File: config.mk
export PLATFORM = sky130hd
export DESIGN_NAME = sev_top
export DESIGN_NICKNAME = d
export VERILOG_FILES = /design/src/inc/sev_pkg.sv /design/src/verilog/sev_addr_gen.sv /design/src/verilog/sev_top.sv
export SDC_FILE = /design/constraint.sdc
export NUM_CORES = 1
export LEC_CHECK = 0
export ABC_CLOCK_PERIOD_IN_PS = 2700
export BUFFER_PORTS_ARGS = -buffer_cell sky130_fd_sc_hd__buf_4
export CORE_UTILIZATION = 41
export CTS_BUF_LIST = sky130_fd_sc_hd__clkbuf_8
export DETAILED_ROUTE_END_ITERATION = 6
export GPL_TIMING_DRIVEN = 0
export SYNTH_ARGS = -nofsm -noshare
export SYNTH_HDL_FRONTEND = slang
export SYNTH_SLANG_ARGS = --single-unit
export TNS_END_PERCENT = 100
File: constraint.sdc
create_clock -name I_CORE_CLK -period 2.7 [get_ports I_CORE_CLK]
set_input_delay 0.54 -clock I_CORE_CLK [delete_from_list [all_inputs] [get_ports I_CORE_CLK]]
set_output_delay 0.54 -clock I_CORE_CLK [all_outputs]
set_load 0.05 [all_outputs]
File: src/inc/sev_pkg.sv
// Constants, enumerations and carrier structs of the segment extension block.
// Assumes an 8-bit register file port and a CPU core that sequences its own pipeline.
package sev_pkg;
   localparam int         SEG_W         = 6;
   localparam logic [7:0] ADR_DPR0      = 8'hF0;
   localparam logic [7:0] ADR_DPR0_REL  = 8'hE0;
   localparam logic [7:0] ADR_CODE      = 8'hF4;
   localparam logic [7:0] ADR_EXTENDED_MODE_REG_TWO      = 8'hF6;
   localparam logic [7:0] ADR_ISEG      = 8'hF8;
   localparam logic [7:0] ADR_DSEG      = 8'hF9;
   localparam int         EXTENDED_MODE_REG_TWO_RELOC    = 5;
   localparam int         EXTENDED_MODE_REG_TWO_EXT      = 6;
   localparam logic [5:0] CODE_SEG_RST  = 6'h00;
   // The interrupt and DMA segments are undefined after reset; zero is arbitrary.
   localparam logic [5:0] SEG_UNDEF_RST = 6'h00;
   localparam logic [5:0] SEG_ZERO      = 6'h00;
   localparam logic [15:0] VEC_RST_OFF  = 16'h0000;
   localparam logic [15:0] VEC_TRAP_OFF = 16'h0002;
   localparam logic [15:0] VEC_TOP_OFF  = 16'h0004;
   localparam logic [7:0]  VEC_PAGE_HI  = 8'h00;
   localparam logic [1:0]  RSVD_ZERO    = 2'b00;
   localparam logic [3:0]  DEPTH_ONE    = 4'h1;

   typedef enum logic [1:0] {
      A_FETCH = 2'b00,
      A_DATA  = 2'b01,
      A_DMA   = 2'b10,
      A_VECT  = 2'b11
   } sev_acc_e;

   typedef enum logic [1:0] {
      K_RST  = 2'b00,
      K_INT  = 2'b01,
      K_TOP  = 2'b10,
      K_TRAP = 2'b11
   } sev_kind_e;

   typedef enum logic [3:0] {
      S_IDLE  = 4'b0000,
      S_P_PCL = 4'b0001,
      S_P_PCH = 4'b0010,
      S_P_CSR = 4'b0011,
      S_P_FLG = 4'b0100,
      S_V_LO  = 4'b0101,
      S_V_HI  = 4'b0110,
      S_R_FLG = 4'b0111,
      S_R_CSR = 4'b1000,
      S_R_PCH = 4'b1001,
      S_R_PCL = 4'b1010
   } sev_fsm_e;

   typedef struct packed {
      logic       wr;
      logic       rd;
      logic       page21;
      logic [7:0] addr;
      logic [7:0] wdata;
   } sev_rf_req_s;

   typedef struct packed {
      logic [5:0]      code;
      logic [5:0]      intr;
      logic [5:0]      dma;
      logic            dma_sel;
      logic [5:0]      vec;
      logic [3:0][7:0] page;
   } sev_map_s;

   typedef struct packed {
      sev_fsm_e        state;
      sev_kind_e       kind;
      logic [5:0]      code_segment;
      logic [5:0]      interrupt_segment;
      logic [5:0]      dsr;
      logic [3:0][7:0] page;
      logic            reloc;
      logic            ext;
      logic [3:0]      depth;
      logic [15:0]     pc;
      logic [7:0]      flags;
      logic [7:0]      vec;
      logic            nmi_s1;
      logic            nmi_s2;
      logic            top_req;
      logic [7:0]      rdata;
      logic            push;
      logic            pop;
      logic [7:0]      sdata;
      logic            vec_rd;
      logic            pc_ld;
      logic            flg_ld;
      logic [15:0]     pc_out;
      logic [7:0]      flg_out;
      logic            busy;
   } sev_top_s;
endpackage : sev_pkg

File: src/verilog/sev_addr_gen.sv
// Registered physical address former: picks the upper bits by access type.
// Assumes the segment map is stable in the cycle of the access.
`timescale 1ns/100ps
module sev_addr_gen (
   input  wire logic                i_clk,
   input  wire logic                i_reset_n,
   input  wire sev_pkg::sev_acc_e   i_acc,
   input  wire logic [15:0]         i_vaddr,
   input  wire sev_pkg::sev_map_s   i_map,
   output logic [21:0]              o_phys
);
   logic [21:0] phys_reg;
   logic [21:0] phys_next;

   always_comb
   begin
      case (i_acc)
         sev_pkg::A_FETCH: phys_next = {i_map.code, i_vaddr};
         sev_pkg::A_DATA:  phys_next = {i_map.page[i_vaddr[15:14]], i_vaddr[13:0]};
         sev_pkg::A_DMA:   phys_next = {i_map.dma_sel ? i_map.dma : i_map.intr, i_vaddr};
         default:          phys_next = {i_map.vec, i_vaddr};
      endcase
   end

   always_ff @(posedge i_clk or negedge i_reset_n)
   begin
      if (!i_reset_n)
         phys_reg <= '0;
      else
         phys_reg <= phys_next;
   end

   assign o_phys = phys_reg;
endmodule : sev_addr_gen

File: src/verilog/sev_top.sv
// Segment extension and interrupt vectoring logic of the memory management unit.
// Assumes the core raises one-cycle request pulses only while O_BUSY is low,
// and presents popped stack bytes on I_POP_DATA in every cycle that O_STK_POP is high.
`timescale 1ns/100ps
module sev_top (
   input  wire logic                  I_CORE_CLK,
   input  wire logic                  I_RESET_N,
   input  wire sev_pkg::sev_rf_req_s  I_RF_REQ,
   output logic [7:0]                 O_RF_RDATA,
   input  wire sev_pkg::sev_acc_e     I_ACC_TYPE,
   input  wire logic [15:0]           I_VADDR,
   input  wire logic                  I_DMA_SEL,
   input  wire logic [15:0]           I_PC,
   input  wire logic [7:0]            I_FLAGS,
   input  wire logic                  I_INT_ACK,
   input  wire logic                  I_INT_TOP,
   input  wire logic [7:0]            I_VEC_BASE,
   input  wire logic [7:0]            I_VEC_MASK,
   input  wire logic [7:0]            I_VEC_CHAN,
   input  wire logic                  I_DIV0_TRAP,
   input  wire logic                  I_IRET,
   input  wire logic                  I_FAR_LOAD,
   input  wire logic [5:0]            I_FAR_SEG,
   input  wire logic [7:0]            I_POP_DATA,
   input  wire logic                  I_NMI_PIN,
   input  wire logic                  I_WDT_REQ,
   input  wire logic                  I_TOP_SRC_WDT,
   output logic [21:0]                O_PHYS_ADDR,
   output logic                       O_VEC_RD,
   output logic                       O_STK_PUSH,
   output logic                       O_STK_POP,
   output logic [7:0]                 O_STK_DATA,
   output logic                       O_PC_LOAD,
   output logic [15:0]                O_PC_VALUE,
   output logic                       O_FLAGS_LOAD,
   output logic [7:0]                 O_FLAGS_VALUE,
   output logic [5:0]                 O_CODE_SEG,
   output logic                       O_PORT_REMAP,
   output logic                       O_EXT_FRAME,
   output logic                       O_TOP_REQ,
   output logic                       O_BUSY
);
   localparam sev_pkg::sev_top_s ST_RST = '{
      state:   sev_pkg::S_V_LO,
      kind:    sev_pkg::K_RST,
      code_segment:     sev_pkg::CODE_SEG_RST,
      interrupt_segment:     sev_pkg::SEG_UNDEF_RST,
      dsr:     sev_pkg::SEG_UNDEF_RST,
      busy:    1'b1,
      default: '0
   };

   sev_pkg::sev_top_s st_reg;
   sev_pkg::sev_top_s st_next;
   sev_pkg::sev_map_s map;
   sev_pkg::sev_acc_e acc;
   logic [15:0]       vaddr;
   logic [15:0]       vec_base;
   logic [5:0]        code_eff;
   logic              hit_dpr;
   logic              hit_p21;
   logic [7:0]        rd_val;

   // While the compatible-frame depth is nonzero the interrupt segment stands in for the code segment.
   assign code_eff = (st_reg.depth != '0) ? st_reg.interrupt_segment : st_reg.code_segment;

   always_comb
   begin
      case (st_reg.kind)
         sev_pkg::K_RST:  vec_base = sev_pkg::VEC_RST_OFF;
         sev_pkg::K_TOP:  vec_base = sev_pkg::VEC_TOP_OFF;
         sev_pkg::K_TRAP: vec_base = sev_pkg::VEC_TRAP_OFF;
         default:         vec_base = {sev_pkg::VEC_PAGE_HI, st_reg.vec};
      endcase
   end

   always_comb
   begin
      map.code    = code_eff;
      map.intr    = st_reg.interrupt_segment;
      map.dma     = st_reg.dsr;
      map.dma_sel = I_DMA_SEL;
      map.page    = st_reg.page;
      if (st_reg.kind == sev_pkg::K_RST)
         map.vec = sev_pkg::SEG_ZERO;
      else if (st_reg.kind == sev_pkg::K_TRAP)
         map.vec = code_eff;
      else
         map.vec = st_reg.interrupt_segment;
      if (st_reg.state == sev_pkg::S_V_LO || st_reg.state == sev_pkg::S_V_HI)
      begin
         acc   = sev_pkg::A_VECT;
         // The high byte is the next address, so an odd channel vector still reads a true pair.
         vaddr = vec_base + {15'h0000, st_reg.state == sev_pkg::S_V_HI};
      end
      else
      begin
         acc   = I_ACC_TYPE;
         vaddr = I_VADDR;
      end
   end

   sev_addr_gen u_addr (
      .i_clk     (I_CORE_CLK),
      .i_reset_n (I_RESET_N),
      .i_acc     (acc),
      .i_vaddr   (vaddr),
      .i_map     (map),
      .o_phys    (O_PHYS_ADDR)
   );

   // Page registers move to group E, which is not paged, once relocation is on.
   assign hit_p21 = I_RF_REQ.page21;
   assign hit_dpr = st_reg.reloc ? (I_RF_REQ.addr[7:2] == sev_pkg::ADR_DPR0_REL[7:2])
                                 : (hit_p21 && I_RF_REQ.addr[7:2] == sev_pkg::ADR_DPR0[7:2]);

   always_comb
   begin
      rd_val = '0;
      if (hit_dpr)
         rd_val = st_reg.page[I_RF_REQ.addr[1:0]];
      else if (hit_p21 && I_RF_REQ.addr == sev_pkg::ADR_CODE)
         rd_val = {sev_pkg::RSVD_ZERO, st_reg.code_segment};
      else if (hit_p21 && I_RF_REQ.addr == sev_pkg::ADR_EXTENDED_MODE_REG_TWO)
      begin
         rd_val[sev_pkg::EXTENDED_MODE_REG_TWO_RELOC] = st_reg.reloc;
         rd_val[sev_pkg::EXTENDED_MODE_REG_TWO_EXT]   = st_reg.ext;
      end
      else if (hit_p21 && I_RF_REQ.addr == sev_pkg::ADR_ISEG)
         rd_val = {sev_pkg::RSVD_ZERO, st_reg.interrupt_segment};
      else if (hit_p21 && I_RF_REQ.addr == sev_pkg::ADR_DSEG)
         rd_val = {sev_pkg::RSVD_ZERO, st_reg.dsr};
   end

   always_comb
   begin
      st_next        = st_reg;
      st_next.push   = 1'b0;
      st_next.pop    = 1'b0;
      st_next.vec_rd = 1'b0;
      st_next.pc_ld  = 1'b0;
      st_next.flg_ld = 1'b0;
      st_next.nmi_s1 = I_NMI_PIN;
      st_next.nmi_s2 = st_reg.nmi_s1;
      st_next.top_req = I_TOP_SRC_WDT ? I_WDT_REQ : st_reg.nmi_s2;
      if (I_RF_REQ.rd)
         st_next.rdata = rd_val;
      // Only six segment bits are stored; bits 7:6 read back as zero.
      if (I_RF_REQ.wr)
      begin
         if (hit_dpr)
            st_next.page[I_RF_REQ.addr[1:0]] = I_RF_REQ.wdata;
         else if (hit_p21 && I_RF_REQ.addr == sev_pkg::ADR_CODE)
            st_next.code_segment = I_RF_REQ.wdata[5:0];
         else if (hit_p21 && I_RF_REQ.addr == sev_pkg::ADR_EXTENDED_MODE_REG_TWO)
         begin
            st_next.reloc = I_RF_REQ.wdata[sev_pkg::EXTENDED_MODE_REG_TWO_RELOC];
            st_next.ext   = I_RF_REQ.wdata[sev_pkg::EXTENDED_MODE_REG_TWO_EXT];
         end
         else if (hit_p21 && I_RF_REQ.addr == sev_pkg::ADR_ISEG)
            st_next.interrupt_segment = I_RF_REQ.wdata[5:0];
         else if (hit_p21 && I_RF_REQ.addr == sev_pkg::ADR_DSEG)
            st_next.dsr = I_RF_REQ.wdata[5:0];
      end
      if (I_FAR_LOAD)
         st_next.code_segment = I_FAR_SEG;
      case (st_reg.state)
         sev_pkg::S_IDLE:
         begin
            if (I_IRET)
            begin
               st_next.state = sev_pkg::S_R_FLG;
               st_next.pop   = 1'b1;
            end
            else if (I_INT_ACK || I_DIV0_TRAP)
            begin
               if (I_INT_ACK)
                  st_next.kind = I_INT_TOP ? sev_pkg::K_TOP : sev_pkg::K_INT;
               else
                  st_next.kind = sev_pkg::K_TRAP;
               st_next.pc    = I_PC;
               st_next.flags = I_FLAGS;
               st_next.vec   = (I_VEC_BASE & ~I_VEC_MASK) | (I_VEC_CHAN & I_VEC_MASK);
               st_next.state = sev_pkg::S_P_PCL;
               st_next.push  = 1'b1;
               st_next.sdata = I_PC[7:0];
            end
         end
         sev_pkg::S_P_PCL:
         begin
            st_next.state = sev_pkg::S_P_PCH;
            st_next.push  = 1'b1;
            st_next.sdata = st_reg.pc[15:8];
         end
         sev_pkg::S_P_PCH:
         begin
            if (st_reg.kind == sev_pkg::K_TRAP)
               st_next.state = sev_pkg::S_V_LO;
            else if (st_reg.ext)
            begin
               st_next.state = sev_pkg::S_P_CSR;
               st_next.push  = 1'b1;
               st_next.sdata = {sev_pkg::RSVD_ZERO, st_reg.code_segment};
            end
            else
            begin
               st_next.state = sev_pkg::S_P_FLG;
               st_next.push  = 1'b1;
               st_next.sdata = st_reg.flags;
            end
         end
         sev_pkg::S_P_CSR:
         begin
            st_next.state = sev_pkg::S_P_FLG;
            st_next.push  = 1'b1;
            st_next.sdata = st_reg.flags;
         end
         sev_pkg::S_P_FLG:
         begin
            st_next.state = sev_pkg::S_V_LO;
            if (st_reg.ext)
               st_next.code_segment = st_reg.interrupt_segment;
            else
               st_next.depth = st_reg.depth + sev_pkg::DEPTH_ONE;
         end
         sev_pkg::S_V_LO:
         begin
            st_next.state  = sev_pkg::S_V_HI;
            st_next.vec_rd = 1'b1;
         end
         sev_pkg::S_V_HI:
         begin
            st_next.state  = sev_pkg::S_IDLE;
            st_next.vec_rd = 1'b1;
         end
         sev_pkg::S_R_FLG:
         begin
            st_next.flg_out = I_POP_DATA;
            st_next.flg_ld  = 1'b1;
            st_next.pop     = 1'b1;
            st_next.state   = st_reg.ext ? sev_pkg::S_R_CSR : sev_pkg::S_R_PCH;
         end
         sev_pkg::S_R_CSR:
         begin
            st_next.code_segment   = I_POP_DATA[5:0];
            st_next.pop   = 1'b1;
            st_next.state = sev_pkg::S_R_PCH;
         end
         sev_pkg::S_R_PCH:
         begin
            st_next.pc_out[15:8] = I_POP_DATA;
            st_next.pop          = 1'b1;
            st_next.state        = sev_pkg::S_R_PCL;
         end
         sev_pkg::S_R_PCL:
         begin
            st_next.pc_out[7:0] = I_POP_DATA;
            st_next.pc_ld       = 1'b1;
            st_next.state       = sev_pkg::S_IDLE;
            if (!st_reg.ext && st_reg.depth != '0)
               st_next.depth = st_reg.depth - sev_pkg::DEPTH_ONE;
         end
         default:
            st_next.state = sev_pkg::S_IDLE;
      endcase
      st_next.busy = (st_next.state != sev_pkg::S_IDLE);
   end

   always_ff @(posedge I_CORE_CLK or negedge I_RESET_N)
   begin
      if (!I_RESET_N)
         st_reg <= ST_RST;
      else
         st_reg <= st_next;
   end

   assign O_RF_RDATA    = st_reg.rdata;
   assign O_VEC_RD      = st_reg.vec_rd;
   assign O_STK_PUSH    = st_reg.push;
   assign O_STK_POP     = st_reg.pop;
   assign O_STK_DATA    = st_reg.sdata;
   assign O_PC_LOAD     = st_reg.pc_ld;
   assign O_PC_VALUE    = st_reg.pc_out;
   assign O_FLAGS_LOAD  = st_reg.flg_ld;
   assign O_FLAGS_VALUE = st_reg.flg_out;
   assign O_CODE_SEG    = st_reg.code_segment;
   assign O_PORT_REMAP  = st_reg.reloc;
   assign O_EXT_FRAME   = st_reg.ext;
   assign O_TOP_REQ     = st_reg.top_req;
   assign O_BUSY        = st_reg.busy;
endmodule : sev_top

# After elaboration in Yosys (flattened, before gate mapping)
# Index checks and enable logic that the tools add are counted.
# word_totals
register_bits	165
input_bits	110
output_inout_bits	77
# classes
magnitude_cmp	3
n_eq_ne	25
bitwise	9
addsub	3
muxes	64
reduce_logical	27
# op_table
op	count
8-bit two-way mux	10
6-bit two-way mux	12
22-bit one-hot mux with 3 select lines	1
52-bit two-way mux	1
4-bit one-hot mux with 9 select lines	1
8-bit binary-select mux with 2-bit select	2
32-bit bitwise mux	1
8-bit equality test (second input constant)	4
32-bit two-way mux	1
8-bit one-hot mux with 4 select lines	1
12-bit two-way mux	2
8-bit one-hot mux with 3 select lines	1
18-bit two-way mux	1
16-bit by 1-bit adder with 16-bit output	1
8-bit bitwise AND	2
8-bit demux with 2-bit select	1
4-bit by 3-bit equality test with 1-bit output (second input constant)	4
16-bit two-way mux	1
2-bit two-way mux	7
4-bit equality test (second input constant)	3
6-bit equality test (second input constant)	2
4-bit two-way mux	3
6-bit one-hot mux with 2 select lines	1
4-bit nonzero test	3
other kinds (31)	65

# Depth between registers and ports, before layout
# depth
word_depth	11
ltp_mapped	10

# Cells and area by module
# Synthesis repeated with hierarchy kept, for this count alone.
# hier_totals
hier_cells	731
area_unflattened_um2	8296.7
# modules_own_cells
mod	area_each_um2	cells_each	seq_area_each_um2	instances
sev_top	7208.2	652	3382.0	1
sev_addr_gen	1088.5	79	550.5	1

# Least setup slack after synthesis
# OpenSTA, ideal clock, no wires.
# synth_timing
path_kind	register to register
from	register st_reg[140] (netlist bit)
to	register st_reg[84] (netlist bit)
required_ps	2575
path_stages_with_launch	11
slack_ps	380
arrival_ps	2195
n_path_buf	2
path_cell_list	dfrtp_1 clkbuf_1 inv_1 nor3_1 buf_2 ha_1 a21o_1 a21oi_1 xor2_1 nor2_1 xor2_1
# synth_via
elab_chain_cells	3
elab_cells_between_ends	7
# synth_lines
item	line	text
from (decl)	sev_top.sv:53	sev_pkg::sev_top_s st_reg;
from (signal assigned)	sev_top.sv:274	st_reg <= st_next;
4-bit equality test / 4-bit by 3-bit equality test with 1-bit output (equally long branches)	sev_top.sv:167	case (st_reg.state)
2-bit inequality test (no source line) / 2-bit nonzero test (equally long branches)	--	
3-bit AND reduction (no source line)	--	
# Parallel ways exist; a longest one is shown, timed or not.
# A chain may end at the register's enable or synchronous reset.

# Final worst setup path
# layout_timing
from	register st_reg[139] (netlist bit)
to	register st_reg[84] (netlist bit)
# Same word-level chain as after synthesis.

==> flow_metrics.py <==
metrics = {
    "detailed_routing": {
        "detail_route.iter0.violations": 431,
        "vias": 6415,
        "ant_nets": 0,
        "routed_wl_um": 22200,
        "dr.pass1.iters": 7,
        "drc": 0,
        "routedWlPerCell_um": 18.4,
        "vias_per_cell": 5.33,
    },
    "synthesis": {
        "synth.net_count": 835,
        "yosys_warnings": 0,
        "synth_area_leader_cell": "dfrtp_1",
        "synth_ff_type": "dfrtp_1",
        "syn-cell-area_um2": 8180,
        "synth-edff-count": 0,
        "synth_seq_cells": 157,
        "ys_seq_area_share_pct": 48.1,
        "synth_cell_type_count": 62,
        "syn_avg_cell_area_um2": 11.4,
        "yosys.area.top_type_share_pct": 47.1,
        "synth_async_sr_flop_share_pct": 100,
        "yosys-top-cells-area": "dfrtp_1 47%, mux2_2 13%, buf_4 4.3%",
        "synthCells": 720,
    },
    "die": {
        "dieArea_um2": 20500,
        "io-pin-count": 187,
        "die_h_um": 143,
        "core_um2": 19500,
        "initial_core_util_pct": 41.9,
        "rows": 51,
        "die_width_um": 143,
    },
    "setup_path": {
        "crit_chain": "clkbuf_1 > buf_2 > nor3_2 > buf_4 > ha_1 > a21o_1 > a21oi_1 > xor2_1 > nor2_1 > xor2_1",
        "end_kind": "register",
        "critical-path-max-stage-delay_ns": 0.52,
        "cp.arrival_ns": 2.88,
        "crit_slowest_cell": "dfstp_2",
        "crit_required_ns": 3.05,
        "path_max_fanout": 12,
        "worst-path-buf-inv": 3,
        "cp_top_family": "buffers and inverters",
        "cp-start-kind": "register",
        "crit_top_cell": "xor2_1",
        "criticalPathCategory": "reg2reg",
    },
    "timing": {
        "tns_ns": 0,
        "period_share_pct": 93.6,
        "setup_violations": 0,
        "layout_setup_ws_ns": 0.173,
        "max_freq_mhz": 396,
        "worst_slew_pin_slew_ns": 0.891,
        "period_minus_slack_ns": 2.53,
        "rsz0062_at_grt": "no",
        "hold_viol_final": 0,
        "max_slew_margin_pct": 40.1,
        "finalMaxSlewViolations": 0,
        "fin_skew_ns": 0.0128,
    },
    "pwr": {
        "leakagePower_nw": 4.89,
        "switching_share_pct": 44.3,
        "seqPwrFrac_pct": 32.5,
        "powerDensity_nw_per_um2": 1040,
        "p_int_mw": 6.02,
        "pwr-share-comb_pct": 49.9,
        "p_sw_mw": 4.79,
        "ir_drop_mv": 0.575,
        "clock_power_share_pct": 17.6,
    },
    "grt": {
        "grt_pass1_vias": 6209,
        "grt_overflow": 0,
        "grt_max_degree": 95,
        "grt_use_total_pct": 22.2,
        "grt_antenna_before_repair": 0,
        "grt_pass1_wl_um": 33900,
    },
    "cts": {
        "numCtsBuffers": 17,
        "htreeDepth": 4,
        "clockBufferDepth": 2,
        "cts-root-buf": "clkbuf_8",
        "clk_latency_ns": 0.46,
        "cts.sinks": 157,
        "cts_tree": "yes",
        "cts_setup_buffers": 0,
        "path_clk_slew_ns": 0.10,
    },
    "final_layout": {
        "diodes": 0,
        "area_delta_synth_final_pct": 26.9,
        "fillCellCount": 1785,
        "layout_common_cells": "232 x buf_4, 154 x dfrtp_1, 93 x mux2_2, 57 x nand2_1, 51 x o21ai_0",
        "stdcell_count": 1203,
        "final_common_cell": "buf_4",
        "fin_nets": 1040,
        "drive_gt1_share_pct": 43.0,
    },
    "placement": {
        "port_buffers": 185,
        "place_hpwl_um": 16500,
        "pre_cts_slack_ns": -0.0984,
        "place.gp.congestion": 0.836,
        "placed_cells": 1171,
    },
    "job": {
        "cap_viol_max_count": 0,
    },
    "run_status": {
        "status": "finished clean",
    },
    "worst_hold_path": {
        "min_path_type": "in2async",
    },
}
worst register-to-register path, cell delays in order (launching register included):
cell and delay (ns):
dfstp_2 0.52, clkbuf_1 0.29, buf_2 0.31, nor3_2 0.10, buf_4 0.20, ha_1 0.29
a21o_1 0.18, a21oi_1 0.17, xor2_1 0.15, nor2_1 0.06, xor2_1 0.15
power groups by stage:
stage | sequential (mW) | combinational [mW] | clock, mW
3_3_place_gp | 3.54 | 5.35 | 0
6_report | 3.52 | 5.39 | 1.90
5_1_grt | 3.61 | 5.78 | 2.05
3_5_place_dp | 3.56 | 5.39 | 0
4_1_cts | 3.52 | 5.41 | 1.96
2_1_floorplan | 4.02 | 3.34 | 0
timing repair:
item / CTS / global route
resized for setup: 1 / 5
hold buffers: 0 / 0
endpoints found under the setup margin: 1 / 8
cloned: 0 / 0
pin swaps: 0 / 0
endpoints found under the hold margin: 0 / 0
layer usage:
metal / up-vias / wire [um] / global-route usage, % / share of wire [%]
met4: 0 / 470 / 9.07 / 2.1
met3: 27 / 1260 / 3.86 / 5.7
met2: 198 / 10400 / 35.1 / 47
met5: - / 0 / 0 / 0
li1: 2994 / - / - / -
met1: 3196 / 10100 / 30.1 / 45
Yosys cell counts, types with 2 or more instances:
| cell type | count |
|---|---|
| a21boi_0 | 3 |
| a21o_1 | 2 |
| a21oi_1 | 30 |
| a221o_1 | 5 |
| a221oi_1 | 6 |
| a222oi_1 | 6 |
| a31oi_1 | 6 |
| and2_1 | 8 |
| buf_1 | 4 |
| buf_2 | 10 |
| buf_4 | 47 |
| clkbuf_1 | 18 |
| dfrtp_1 | 154 |
| dfstp_2 | 3 |
| ha_1 | 4 |
| inv_1 | 22 |
| mux2_2 | 93 |
| mux2i_1 | 21 |
| mux4_2 | 13 |
| nand2_1 | 57 |
| nand2b_1 | 16 |
| nand3_1 | 12 |
| nand4_1 | 5 |
| nor2_1 | 25 |
| nor2_8 | 4 |
| nor2b_1 | 10 |
| nor3_1 | 8 |
| nor4_2 | 2 |
| nor4_4 | 2 |
| o211ai_1 | 5 |
| o21a_1 | 4 |
| o21ai_0 | 51 |
| o22ai_1 | 9 |
| o2bb2ai_1 | 6 |
| o311a_1 | 5 |
| o31ai_1 | 6 |
| o32ai_1 | 2 |
| or2_2 | 2 |
| or4_1 | 3 |
| xnor2_1 | 5 |
| xor2_1 | 5 |
logic make-up after synthesis:
kind of cell / after synthesis / share of synthesized area, %
buffers and inverters: 101 / 6.94
AOI/OAI and AO/OA: 158 / 13.0
DFF: 157 / 48.1
adders and majority gates: 5 / 0.856
xor gates and xnor gates: 10 / 1.07
muxes: 127 / 18.9
and+or+nand+nor: 162 / 11.2
stage by stage:
step	hold WS (ns)	util [%]	total power, mW	instance area [um^2]
3_5_place_dp	0.335	50.9	8.95	9940
6_report	0.0103	53.2	10.8	10400
2_1_floorplan	0.244	-	7.35	8180
4_1_cts	0.00582	53.1	10.9	10400
5_1_grt	0.0247	53.2	11.4	10400
3_3_place_gp	0.333	50.7	8.89	9900
final cells by class:
class | instances | area, um^2 | area share (%)
clock buffer | 17 | 234 | 2.25
inverter | 22 | 82.6 | 0.795
multi-input combinational | 462 | 3700 | 35.6
sequential | 157 | 3930 | 37.9
timing repair buffer | 186 | 1420 | 13.7
clock inverter | 15 | 194 | 1.87
buffer | 79 | 489 | 4.71
tap | 265 | 332 | 3.19
worst paths after layout:
path / start / depth (start not counted) / end / slack, ns
worst min-delay path: I_RESET_N / 1 / st_reg[47] / 0.01
max in group asynchronous: I_RESET_N / 2 / O_BUSY / 1.83
worst max register to register: st_reg[139] / 10 / st_reg[84] / 0.17
worst min register to register: st_next[47] / 0 / st_reg[47] / 0.36
min in group I_CORE_CLK: I_NMI_PIN / 1 / st_next[47] / 0.18
worst max-delay path: st_reg[139] / 10 / st_reg[84] / 0.17
(Power assumes the default switching activity.)
